<file path="config.mk">
export PLATFORM = sky130hd
export DESIGN_NAME = dma_guard_host_flat
export DESIGN_NICKNAME = d
export VERILOG_FILES = /design/src/hdl/dma_guard_pkg.sv /design/src/hdl/dma_guard_if.sv /design/src/hdl/dma_guard_host.sv /design/src/flat_wrapper.sv
export SDC_FILE = /design/constraint.sdc
export NUM_CORES = 1
export LEC_CHECK = 0
export ABC_CLOCK_PERIOD_IN_PS = 4300
export BUFFER_PORTS_ARGS = -buffer_cell sky130_fd_sc_hd__buf_2
export CAP_MARGIN = 20
export CORE_MARGIN = 3
export CORE_UTILIZATION = 35
export CTS_BUF_LIST = sky130_fd_sc_hd__clkbuf_8
export CTS_CLUSTER_DIAMETER = 30
export DETAILED_ROUTE_END_ITERATION = 10
export GPL_TIMING_DRIVEN = 1
export SLEW_MARGIN = 20
export SYNTH_ARGS = -nofsm -noshare
export SYNTH_HDL_FRONTEND = slang
export SYNTH_SLANG_ARGS = --single-unit
</file>
<file path="constraint.sdc">
create_clock -name mclk -period 4.3 [get_ports mclk]
set_input_delay 0.215 -clock mclk [delete_from_list [all_inputs] [get_ports mclk]]
set_output_delay 0.215 -clock mclk [all_outputs]
set_load 0.1 [all_outputs]
</file>
<file path="src/hdl/dma_guard_pkg.sv">
// Shared constants, address decoding and types for the DMA register write guard.
package dma_guard_pkg;

  // ----------------------------------------------------------------
  // Widths and channel count
  // ----------------------------------------------------------------
  localparam int NUM_CH = 2;
  localparam int ADDR_W = 8;
  localparam int DATA_W = 16;
  localparam int CTRL_W = 8;

  // ----------------------------------------------------------------
  // Device register map
  // ----------------------------------------------------------------
  // Channel registers sit at channel * 16 plus the select offset.
  localparam logic [1:0] SEL_CTRL = 2'h0;
  localparam logic [1:0] SEL_SRC = 2'h1;
  localparam logic [1:0] SEL_DST = 2'h2;
  localparam logic [1:0] SEL_CNT = 2'h3;
  localparam logic [7:0] OFS_CH_STRIDE = 8'h10;
  localparam logic [7:0] OFS_ISTAT = 8'h40;
  localparam logic [7:0] OFS_IMASK = 8'h44;

  // Channel control register fields.
  localparam int EN_BIT = 0;
  localparam int REQ_BIT = 1;
  localparam logic [CTRL_W-1:0] CTRL_KEEP_MASK = 8'hFC;

  // Values after reset.
  localparam logic [CTRL_W-1:0] CTRL_RST = 8'h00;
  localparam logic [DATA_W-1:0] WORD_RST = 16'h0000;
  localparam logic [NUM_CH-1:0] IRQ_RST = 2'h0;

  // ----------------------------------------------------------------
  // Host software register map
  // ----------------------------------------------------------------
  localparam logic [4:0] H_TADDR = 5'h00;
  localparam logic [4:0] H_TDATA = 5'h04;
  localparam logic [4:0] H_CMD = 5'h08;
  localparam logic [4:0] H_STAT = 5'h0C;
  localparam logic [4:0] H_RESULT = 5'h10;
  localparam logic [4:0] H_IST = 5'h14;
  localparam logic [4:0] H_IMASK = 5'h18;

  // Command word fields and operations.
  localparam int VIA_DMA_BIT = 2;
  localparam int ORIGIN_BIT = 3;
  localparam logic [1:0] OP_WRITE = 2'h0;
  localparam logic [1:0] OP_READ = 2'h1;
  localparam logic [1:0] OP_CLR_IRQ = 2'h2;

  // Host interrupt status bits.
  localparam int HI_W = 2;
  localparam int HI_DONE = 0;
  localparam int HI_REFUSED = 1;
  localparam logic [HI_W-1:0] HI_RST = 2'h0;

  typedef enum {S_IDLE, S_PROBE, S_DECIDE, S_FINISH} host_state_t;

  // ----------------------------------------------------------------
  // Address decoding
  // ----------------------------------------------------------------
  // True when the address names a channel register.
  function automatic logic is_ch_addr(input logic [ADDR_W-1:0] a);
    return (a[7:5] == 3'h0) && (a[1:0] == 2'h0);
  endfunction

  // Channel number of a channel register address.
  function automatic logic ch_of(input logic [ADDR_W-1:0] a);
    return a[4];
  endfunction

  // Register select within a channel.
  function automatic logic [1:0] sel_of(input logic [ADDR_W-1:0] a);
    return a[3:2];
  endfunction

endpackage

</file>
<file path="src/hdl/dma_guard_if.sv">
// Register bus between the DMA controller and its bus master.
`timescale 1ns/1ps
interface dma_guard_if (
  input wire logic mclk,
  input wire logic reset
);
  logic wr;
  logic rd;
  logic [dma_guard_pkg::ADDR_W-1:0] addr;
  logic [dma_guard_pkg::DATA_W-1:0] wdata;
  logic [dma_guard_pkg::DATA_W-1:0] rdata;
  logic irq;

  modport dev (
    input mclk, reset, wr, rd, addr, wdata,
    output rdata, irq
  );

  modport host (
    input mclk, reset, rdata, irq,
    output wr, rd, addr, wdata
  );
endinterface

</file>
<file path="src/hdl/dma_guard_host.sv">
// Bus master that applies software orders to the DMA controller safely.
//
// Functional notes
// - Configure only when reset or channel disabled.
// - Enabled: only enable, request, interrupt, count.
// - Device ignores count writes while enabled.
// - Request flag clears on zero, ignores one.
// - Control write keeps all other bits.
// - DMA may rewrite other channel addresses.
// - DMA never targets its own channel.
// - Status write of one has no effect.
// - Clear status by writing one elsewhere.
//
// Our own choices: the strobed register port and the register offsets.
`timescale 1ns/1ps
module dma_guard_host (
  dma_guard_if.host bus,
  input wire logic [4:0] sw_addr,
  input wire logic [dma_guard_pkg::DATA_W-1:0] sw_wdata,
  input wire logic sw_wr,
  input wire logic sw_rd,
  output logic [dma_guard_pkg::DATA_W-1:0] sw_rdata,
  output logic host_irq
);

  // ----------------------------------------------------------------
  // Software registers
  // ----------------------------------------------------------------
  logic [dma_guard_pkg::ADDR_W-1:0] taddr;
  logic [dma_guard_pkg::DATA_W-1:0] tdata;
  logic [1:0] op;
  logic via_dma;
  logic origin;
  logic [dma_guard_pkg::DATA_W-1:0] result;
  logic [dma_guard_pkg::HI_W-1:0] hist;
  logic [dma_guard_pkg::HI_W-1:0] himask;
  dma_guard_pkg::host_state_t state;
  dma_guard_pkg::host_state_t next_state;

  // Software write decode; a command is only taken while idle.
  wire busy = (state != dma_guard_pkg::S_IDLE);
  wire go = sw_wr && (sw_addr == dma_guard_pkg::H_CMD) && !busy;
  wire wr_taddr = sw_wr && (sw_addr == dma_guard_pkg::H_TADDR) && !busy;
  wire wr_tdata = sw_wr && (sw_addr == dma_guard_pkg::H_TDATA) && !busy;
  wire wr_hist = sw_wr && (sw_addr == dma_guard_pkg::H_IST);
  wire wr_himask = sw_wr && (sw_addr == dma_guard_pkg::H_IMASK);
  wire [1:0] go_op = sw_wdata[1:0];

  // ----------------------------------------------------------------
  // Target decode
  // ----------------------------------------------------------------
  // Decode of the latched target address.
  wire tgt_ch_reg = dma_guard_pkg::is_ch_addr(taddr);
  wire tgt_ch = dma_guard_pkg::ch_of(taddr);
  wire [1:0] tgt_sel = dma_guard_pkg::sel_of(taddr);
  wire tgt_is_ctrl = tgt_ch_reg && (tgt_sel == dma_guard_pkg::SEL_CTRL);
  wire tgt_is_cnt = tgt_ch_reg && (tgt_sel == dma_guard_pkg::SEL_CNT);
  wire tgt_is_addr = tgt_ch_reg &&
      ((tgt_sel == dma_guard_pkg::SEL_SRC) || (tgt_sel == dma_guard_pkg::SEL_DST));
  wire [dma_guard_pkg::ADDR_W-1:0] probe_addr =
      tgt_ch ? dma_guard_pkg::OFS_CH_STRIDE : 8'h00;

  // Decode of a command arriving from software, using the target already stored.
  wire go_reads = (go_op == dma_guard_pkg::OP_READ);
  wire go_clr = (go_op == dma_guard_pkg::OP_CLR_IRQ);
  // Unused op codes probe too, so they never reach a channel register unguarded.
  wire go_needs_probe = !go_reads && !go_clr && tgt_ch_reg;

  // ----------------------------------------------------------------
  // Write policy
  // ----------------------------------------------------------------
  // State of the target channel as seen by the probe read.
  wire tgt_en = bus.rdata[dma_guard_pkg::EN_BIT];
  // A channel moving data must never rewrite its own registers.
  wire self_hit = via_dma && (origin == tgt_ch);
  // Addresses of another channel may be rewritten by a DMA move even when enabled.
  wire cross_addr = via_dma && tgt_is_addr && !self_hit;
  // Configuration is touched only while disabled, apart from the listed exceptions.
  wire allowed = !self_hit &&
      (!tgt_en || tgt_is_ctrl || tgt_is_cnt || cross_addr);
  // While enabled, a control write carries back every bit but enable and request.
  wire [dma_guard_pkg::DATA_W-1:0] keep_bits =
      {8'h00, bus.rdata[dma_guard_pkg::CTRL_W-1:0] & dma_guard_pkg::CTRL_KEEP_MASK};
  wire [dma_guard_pkg::DATA_W-1:0] own_bits =
      {8'h00, tdata[dma_guard_pkg::CTRL_W-1:0] & ~dma_guard_pkg::CTRL_KEEP_MASK};
  wire [dma_guard_pkg::DATA_W-1:0] final_wdata =
      (tgt_is_ctrl && tgt_en) ? (keep_bits | own_bits) : tdata;
  // Status bits to keep are written as one, bits to clear as zero.
  wire [dma_guard_pkg::DATA_W-1:0] clr_word = ~sw_wdata;

  // ----------------------------------------------------------------
  // Sequencer
  // ----------------------------------------------------------------
  // Next state of the sequencer.
  always_comb begin
    next_state = state;
    unique case (state)
      dma_guard_pkg::S_IDLE: begin
        if (go) begin
          next_state = (go_needs_probe || go_reads) ?
              dma_guard_pkg::S_PROBE : dma_guard_pkg::S_FINISH;
        end
      end
      dma_guard_pkg::S_PROBE: begin
        next_state = dma_guard_pkg::S_DECIDE;
      end
      dma_guard_pkg::S_DECIDE: begin
        next_state = (op == dma_guard_pkg::OP_WRITE && allowed) ?
            dma_guard_pkg::S_FINISH : dma_guard_pkg::S_IDLE;
      end
      dma_guard_pkg::S_FINISH: begin
        next_state = dma_guard_pkg::S_IDLE;
      end
    endcase
  end

  // Events raised by the sequencer.
  wire ev_done = ((state == dma_guard_pkg::S_DECIDE) && (op == dma_guard_pkg::OP_READ)) ||
                 (state == dma_guard_pkg::S_FINISH);
  wire ev_refused = (state == dma_guard_pkg::S_DECIDE) &&
                    (op == dma_guard_pkg::OP_WRITE) && !allowed;

  // Sequencer state and bus strobes.
  always_ff @(posedge bus.mclk or posedge bus.reset) begin
    if (bus.reset) begin
      state <= dma_guard_pkg::S_IDLE;
      bus.wr <= 1'b0;
      bus.rd <= 1'b0;
      bus.addr <= 8'h00;
      bus.wdata <= dma_guard_pkg::WORD_RST;
    end else begin
      state <= next_state;
      bus.wr <= 1'b0;
      bus.rd <= 1'b0;
      if (go && (go_needs_probe || go_reads)) begin
        bus.rd <= 1'b1;
        bus.addr <= go_reads ? taddr : probe_addr;
      end else if (go) begin
        bus.wr <= 1'b1;
        bus.addr <= go_clr ? dma_guard_pkg::OFS_ISTAT : taddr;
        bus.wdata <= go_clr ? clr_word : tdata;
      end else if (state == dma_guard_pkg::S_DECIDE && next_state == dma_guard_pkg::S_FINISH) begin
        bus.wr <= 1'b1;
        bus.addr <= taddr;
        bus.wdata <= final_wdata;
      end
    end
  end

  // ----------------------------------------------------------------
  // Software register file
  // ----------------------------------------------------------------
  // Sticky events: a new event wins over a write-one clear in the same cycle.
  wire [dma_guard_pkg::HI_W-1:0] hist_set = {ev_refused, ev_done};
  wire [dma_guard_pkg::HI_W-1:0] hist_clr =
      wr_hist ? sw_wdata[dma_guard_pkg::HI_W-1:0] : dma_guard_pkg::HI_RST;
  wire [dma_guard_pkg::HI_W-1:0] next_hist = hist_set | (hist & ~hist_clr);

  // Read selection for the software port.
  wire [dma_guard_pkg::DATA_W-1:0] sw_mux =
      (sw_addr == dma_guard_pkg::H_TADDR) ? {8'h00, taddr} :
      (sw_addr == dma_guard_pkg::H_TDATA) ? tdata :
      (sw_addr == dma_guard_pkg::H_CMD) ? {12'h000, origin, via_dma, op} :
      (sw_addr == dma_guard_pkg::H_STAT) ? {14'h0000, bus.irq, busy} :
      (sw_addr == dma_guard_pkg::H_RESULT) ? result :
      (sw_addr == dma_guard_pkg::H_IST) ? {14'h0000, hist} :
      (sw_addr == dma_guard_pkg::H_IMASK) ? {14'h0000, himask} : dma_guard_pkg::WORD_RST;

  // Command latches and result capture.
  always_ff @(posedge bus.mclk or posedge bus.reset) begin
    if (bus.reset) begin
      taddr <= 8'h00;
      tdata <= dma_guard_pkg::WORD_RST;
      op <= dma_guard_pkg::OP_WRITE;
      via_dma <= 1'b0;
      origin <= 1'b0;
      result <= dma_guard_pkg::WORD_RST;
    end else begin
      if (wr_taddr) begin
        taddr <= sw_wdata[dma_guard_pkg::ADDR_W-1:0];
      end
      if (wr_tdata) begin
        tdata <= sw_wdata;
      end
      if (go) begin
        op <= go_op;
        via_dma <= sw_wdata[dma_guard_pkg::VIA_DMA_BIT];
        origin <= sw_wdata[dma_guard_pkg::ORIGIN_BIT];
      end
      if (state == dma_guard_pkg::S_DECIDE && op == dma_guard_pkg::OP_READ) begin
        result <= bus.rdata;
      end
    end
  end

  // Interrupt status, mask, read data and interrupt output.
  always_ff @(posedge bus.mclk or posedge bus.reset) begin
    if (bus.reset) begin
      hist <= dma_guard_pkg::HI_RST;
      himask <= dma_guard_pkg::HI_RST;
      sw_rdata <= dma_guard_pkg::WORD_RST;
      host_irq <= 1'b0;
    end else begin
      hist <= next_hist;
      if (wr_himask) begin
        himask <= sw_wdata[dma_guard_pkg::HI_W-1:0];
      end
      sw_rdata <= sw_rd ? sw_mux : dma_guard_pkg::WORD_RST;
      host_irq <= |(next_hist & himask);
    end
  end

endmodule // dma_guard_host

</file>
<file path="src/flat_wrapper.sv">
// flat-port wrapper written by rule: the top's interface ports become plain ports
module dma_guard_host_flat 
  (sw_addr, sw_wdata, sw_wr, sw_rd, sw_rdata, host_irq, mclk, reset, bus_rdata, bus_irq, bus_wr, bus_rd, bus_addr, bus_wdata);
  dma_guard_if bus_i (.mclk(mclk), .reset(reset));
  input wire logic [4:0] sw_addr;
  input wire logic [dma_guard_pkg::DATA_W-1:0] sw_wdata;
  input wire logic sw_wr;
  input wire logic sw_rd;
  output logic [dma_guard_pkg::DATA_W-1:0] sw_rdata;
  output logic host_irq;
  input wire logic mclk;
  input wire logic reset;
  input wire logic [$bits(bus_i.rdata)-1:0] bus_rdata;
  input wire logic [$bits(bus_i.irq)-1:0] bus_irq;
  output wire logic [$bits(bus_i.wr)-1:0] bus_wr;
  output wire logic [$bits(bus_i.rd)-1:0] bus_rd;
  output wire logic [$bits(bus_i.addr)-1:0] bus_addr;
  output wire logic [$bits(bus_i.wdata)-1:0] bus_wdata;
  assign bus_i.rdata = bus_rdata;
  assign bus_i.irq = bus_irq;
  assign bus_wr = bus_i.wr;
  assign bus_rd = bus_i.rd;
  assign bus_addr = bus_i.addr;
  assign bus_wdata = bus_i.wdata;
  dma_guard_host u_core (.bus(bus_i), .sw_addr(sw_addr), .sw_wdata(sw_wdata), .sw_wr(sw_wr), .sw_rd(sw_rd), .sw_rdata(sw_rdata), .host_irq(host_irq));
endmodule
</file>
==> impl_metrics.xml <==
<?xml version="1.0" encoding="UTF-8"?>
<metrics>
  <group name="finish">
    <metric name="layout_commonest_cell" unit="">sky130_fd_sc_hd__dfrtp_1</metric>
    <metric name="final_layout_size_suffix_gt1_share" unit="%">36.24</metric>
    <metric name="n_fill_cell" unit="">1399</metric>
    <metric name="insertedDiodeCount" unit="">0</metric>
    <metric name="fin_nets" unit="">560</metric>
    <metric name="area_growth" unit="%">19.77</metric>
    <metric name="final_cell_mix" unit="">sky130_fd_sc_hd__dfrtp_1 (123), sky130_fd_sc_hd__buf_2 (84), sky130_fd_sc_hd__mux2_2 (49)</metric>
  </group>
  <group name="run">
    <metric name="max_cap_violations" unit="">0</metric>
  </group>
  <group name="power_and_ir_drop">
    <metric name="p_comb_share" unit="%">36.5</metric>
    <metric name="switchingPower" unit="mW">1.807</metric>
    <metric name="power_report.internal_total" unit="mW">2.467</metric>
    <metric name="pwr-share-seq" unit="%">38.0</metric>
    <metric name="clock_power_share" unit="%">25.5</metric>
    <metric name="power_density" unit="nW/um^2">676.1</metric>
    <metric name="vdd_ir_drop_max" unit="uV">285.8</metric>
    <metric name="p_sw_share" unit="%">42.28</metric>
    <metric name="total_leakage_power" unit="nW">3.038</metric>
  </group>
  <group name="die">
    <metric name="core_area" unit="um^2">14640</metric>
    <metric name="num_rows" unit="">44</metric>
    <metric name="die_area" unit="um^2">16590</metric>
    <metric name="boundaryPins" unit="">85</metric>
    <metric name="die_width" unit="um">128.8</metric>
    <metric name="die_h" unit="um">128.8</metric>
    <metric name="start_util" unit="%">36.04</metric>
  </group>
  <group name="sta">
    <metric name="timing.final.max_slew_violations" unit="">0</metric>
    <metric name="layout_setup_ws" unit="ns">1.488</metric>
    <metric name="endpoints_failing_setup" unit="">0</metric>
    <metric name="totalNegativeSetupSlack" unit="ns">0</metric>
    <metric name="final-hold-violation-count" unit="">0</metric>
    <metric name="finClkSkew" unit="ns">0.01127</metric>
    <metric name="final_min_period_over_clock_period" unit="%">65.38</metric>
    <metric name="fmax" unit="GHz">0.3557</metric>
    <metric name="rsz_0062_raised_after_global_routing" unit="">false</metric>
    <metric name="period_needed" unit="ns">2.812</metric>
    <metric name="slew-limit-headroom" unit="%">40.84</metric>
    <metric name="worst_pin_slew" unit="ns">0.8874</metric>
  </group>
  <group name="clock_network">
    <metric name="cts-buffers-inserted" unit="">17</metric>
    <metric name="ctsRootBufferMaster" unit="">sky130_fd_sc_hd__clkbuf_8</metric>
    <metric name="tritoncts" unit="">built</metric>
    <metric name="cts_post_setup_buffers_inserted" unit="">0</metric>
    <metric name="insertion_delay" unit="ns">0.44</metric>
    <metric name="cts.htree.levels" unit="">4</metric>
    <metric name="clock_sink_count" unit="">123</metric>
    <metric name="cts-root-to-sink-buffers" unit="">2</metric>
    <metric name="reg_clk_slew_reported_paths" unit="ns">0.08</metric>
  </group>
  <group name="synthesis">
    <metric name="post-synth-top-area-fraction" unit="%">58.32</metric>
    <metric name="mapped_cells" unit="">442</metric>
    <metric name="netlist_area" unit="um^2">5278</metric>
    <metric name="synth-main-ff-cell" unit="">sky130_fd_sc_hd__dfrtp_1</metric>
    <metric name="ys_ff_latch" unit="">123</metric>
    <metric name="ys_async_sr_fraction" unit="%">100.0</metric>
    <metric name="synth_area_per_cell" unit="um^2">11.94</metric>
    <metric name="netlist_top_cells_area" unit="">sky130_fd_sc_hd__dfrtp_1 (58%), sky130_fd_sc_hd__mux2_2 (10%), sky130_fd_sc_hd__clkbuf_1 (2.9%)</metric>
    <metric name="post-synth-top-area-cell" unit="">sky130_fd_sc_hd__dfrtp_1</metric>
    <metric name="synth.net_count" unit="">488</metric>
    <metric name="synthesis.yosys.warnings" unit="">0</metric>
    <metric name="synth_sequential_area_ratio" unit="%">58.32</metric>
    <metric name="synth_enable_flop_cells" unit="">0</metric>
    <metric name="synth.distinct_cells" unit="">57</metric>
  </group>
  <group name="global_route">
    <metric name="largest_net_degree_at_the_start_of_global_routing" unit="">90</metric>
    <metric name="grt_antenna_before_repair" unit="">0</metric>
    <metric name="number_of_global_route_vias_before_repair" unit="">3786</metric>
    <metric name="grt_first_pass_wirelength" unit="um">19760</metric>
    <metric name="globalRoute.totalOverflow" unit="">0</metric>
    <metric name="combined_global_route_utilization_of_all_metal_layers" unit="%">15.68</metric>
  </group>
  <group name="detailed_routing">
    <metric name="post_route_antenna_net_violation_count" unit="">0</metric>
    <metric name="post_drt_via_cell_ratio" unit="">5.136</metric>
    <metric name="detail_route.wl_per_cell" unit="um">17.55</metric>
    <metric name="finalWirelength" unit="um">12480</metric>
    <metric name="dr_total_vias" unit="">3652</metric>
    <metric name="drtPass1Iterations" unit="">5</metric>
    <metric name="drc" unit="">0</metric>
    <metric name="detail_route.iter0.violations" unit="">250</metric>
  </group>
  <group name="critical_path">
    <metric name="worst-path-max-fanout" unit="">18</metric>
    <metric name="critPathRequiredTime" unit="ns">4.62</metric>
    <metric name="rrSetupSlack" unit="ns">1.49</metric>
    <metric name="critical_path.endpoint_type" unit="">register</metric>
    <metric name="start_kind" unit="">register</metric>
    <metric name="critical_path_arrival" unit="ns">3.13</metric>
    <metric name="timing.setup.critical_path_class" unit="">register to register</metric>
  </group>
  <group name="place">
    <metric name="place.gp.congestion" unit="">0.8084</metric>
    <metric name="post-dp-hpwl" unit="um">8890</metric>
    <metric name="worst_slack_at_placement" unit="ns">1.377</metric>
    <metric name="buffer_ports.inserted" unit="">84</metric>
  </group>
  <group name="outcome">
    <metric name="run_status" unit="">finished, final reports clean</metric>
  </group>
  <group name="min_path">
    <metric name="hold_class" unit="">input pin to register</metric>
  </group>
</metrics>
[critical path, stage by stage (launching register included)]
cell and delay, ns:
sky130_fd_sc_hd__dfrtp_1 0.38, sky130_fd_sc_hd__nor4_1 0.40, sky130_fd_sc_hd__nand4_1 0.18, sky130_fd_sc_hd__nor3_1 0.56, sky130_fd_sc_hd__a31oi_4 0.28, sky130_fd_sc_hd__or2_4 0.35, sky130_fd_sc_hd__inv_6 0.17, sky130_fd_sc_hd__mux2_2 0.36
[timing repair]
item / 4_1_cts / 5_1_grt
hold buffers: 12 / 1
gates resized for setup: 0 / 0
hold endpoints to repair: 12 / 33
[sequential cells by signal, indices dropped and copies added, names as in the netlist, 2 cells and up]
signal            flops
u_core.taddr          8
u_core.himask         2
u_core.state         32
u_core.bus.wdata     16
u_core.hist           2
u_core.bus.addr       8
u_core.result        16
u_core.tdata         16
u_core.sw_rdata      16
u_core.op             2
[worst paths after layout]
path | depth (start not counted) | startpoint | to
setup / recovery | 7 | u_core.state[3]$_DFF_PP0_ | u_core.bus.wdata[13]$_DFFE_PP0P_
hold / removal | 2 | sw_wdata[12] | u_core.tdata[12]$_DFFE_PP0P_
setup reg to reg | 7 | u_core.state[3]$_DFF_PP0_ | u_core.bus.wdata[13]$_DFFE_PP0P_
hold reg to reg | 0 | u_core.state[6]$_DFF_PP0_ | u_core.state[6]$_DFF_PP0_
max in group asynchronous | 4 | reset | u_core.bus.wr$_DFF_PP0_
min in group asynchronous | 3 | reset | u_core.sw_rdata[14]$_DFF_PP0_
[cells by family after synthesis]
family | Yosys count | share of synthesized area, %
compound gates | 79 | 10.41
xor+xnor | 1 | 0.1660
fa+ha+maj | 4 | 0.9484
buf+inv | 63 | 5.026
flops | 123 | 58.32
mux | 61 | 13.58
simple gates | 111 | 11.55
[through the flow]
step	power, mW	area [um^2]	hold slack [ns]	utilization (%)	cells
2_1_floorplan	2.901	5278	0.3318	-	442
3_3_place_gp	3.169	5749	0.3651	39.26	666
3_5_place_dp	3.201	5749	0.3659	39.26	666
4_1_cts	4.323	6302	0.001022	43.04	710
5_1_grt	4.486	6321	0.02191	43.16	711
6_report	4.274	6321	0.04015	43.16	711
[synth_stat cells (all sizes together) (2+ instances only)]
cell type / count
a22o: 3
ha: 4
clkbuf: 41
nor2: 16
nor2b: 17
o21ai: 22
and3: 3
nand3: 7
a22oi: 14
nor3: 5
mux2i: 3
buf: 5
o22ai: 12
o32ai: 2
a21oi: 8
inv: 17
or2: 2
nor4b: 2
mux2: 58
nand3b: 2
a211oi: 2
nor4: 8
and4: 3
o221ai: 3
nand2: 36
nand4: 3
dfrtp: 123
o211ai: 3
o31ai: 2
[power groups by stage]
stage	registers, mW	logic [mW]	clock network, mW
after detailed placement	1.64	1.56	0
after floorplan	2.30	0.597	0
after CTS	1.62	1.57	1.13
after global placement	1.63	1.54	0
after global routing	1.65	1.65	1.18
final	1.62	1.56	1.09
[metal layers]
metal	up-vias	share of wire (%)	global-route usage, %
met4	0	3.2	8.771
li1	1697	-	-
met2	104	47	24.12
met3	28	4.5	3.321
met1	1823	45	20.64
met5	-	0	0
[final cells by class]
cell class                 instances  area [um^2]  area share (%)
inverter                          17        73.82           1.168
multi-input combinational        256         1941           30.70
clock inverter                    14        185.2           2.930
tap                              184        230.2           3.642
clock buffer                      18        247.7           3.919
sequential                       123         3078           48.69
timing repair buffer              99        565.5           8.947
Note: power is estimated with default switching activity, not from simulation.
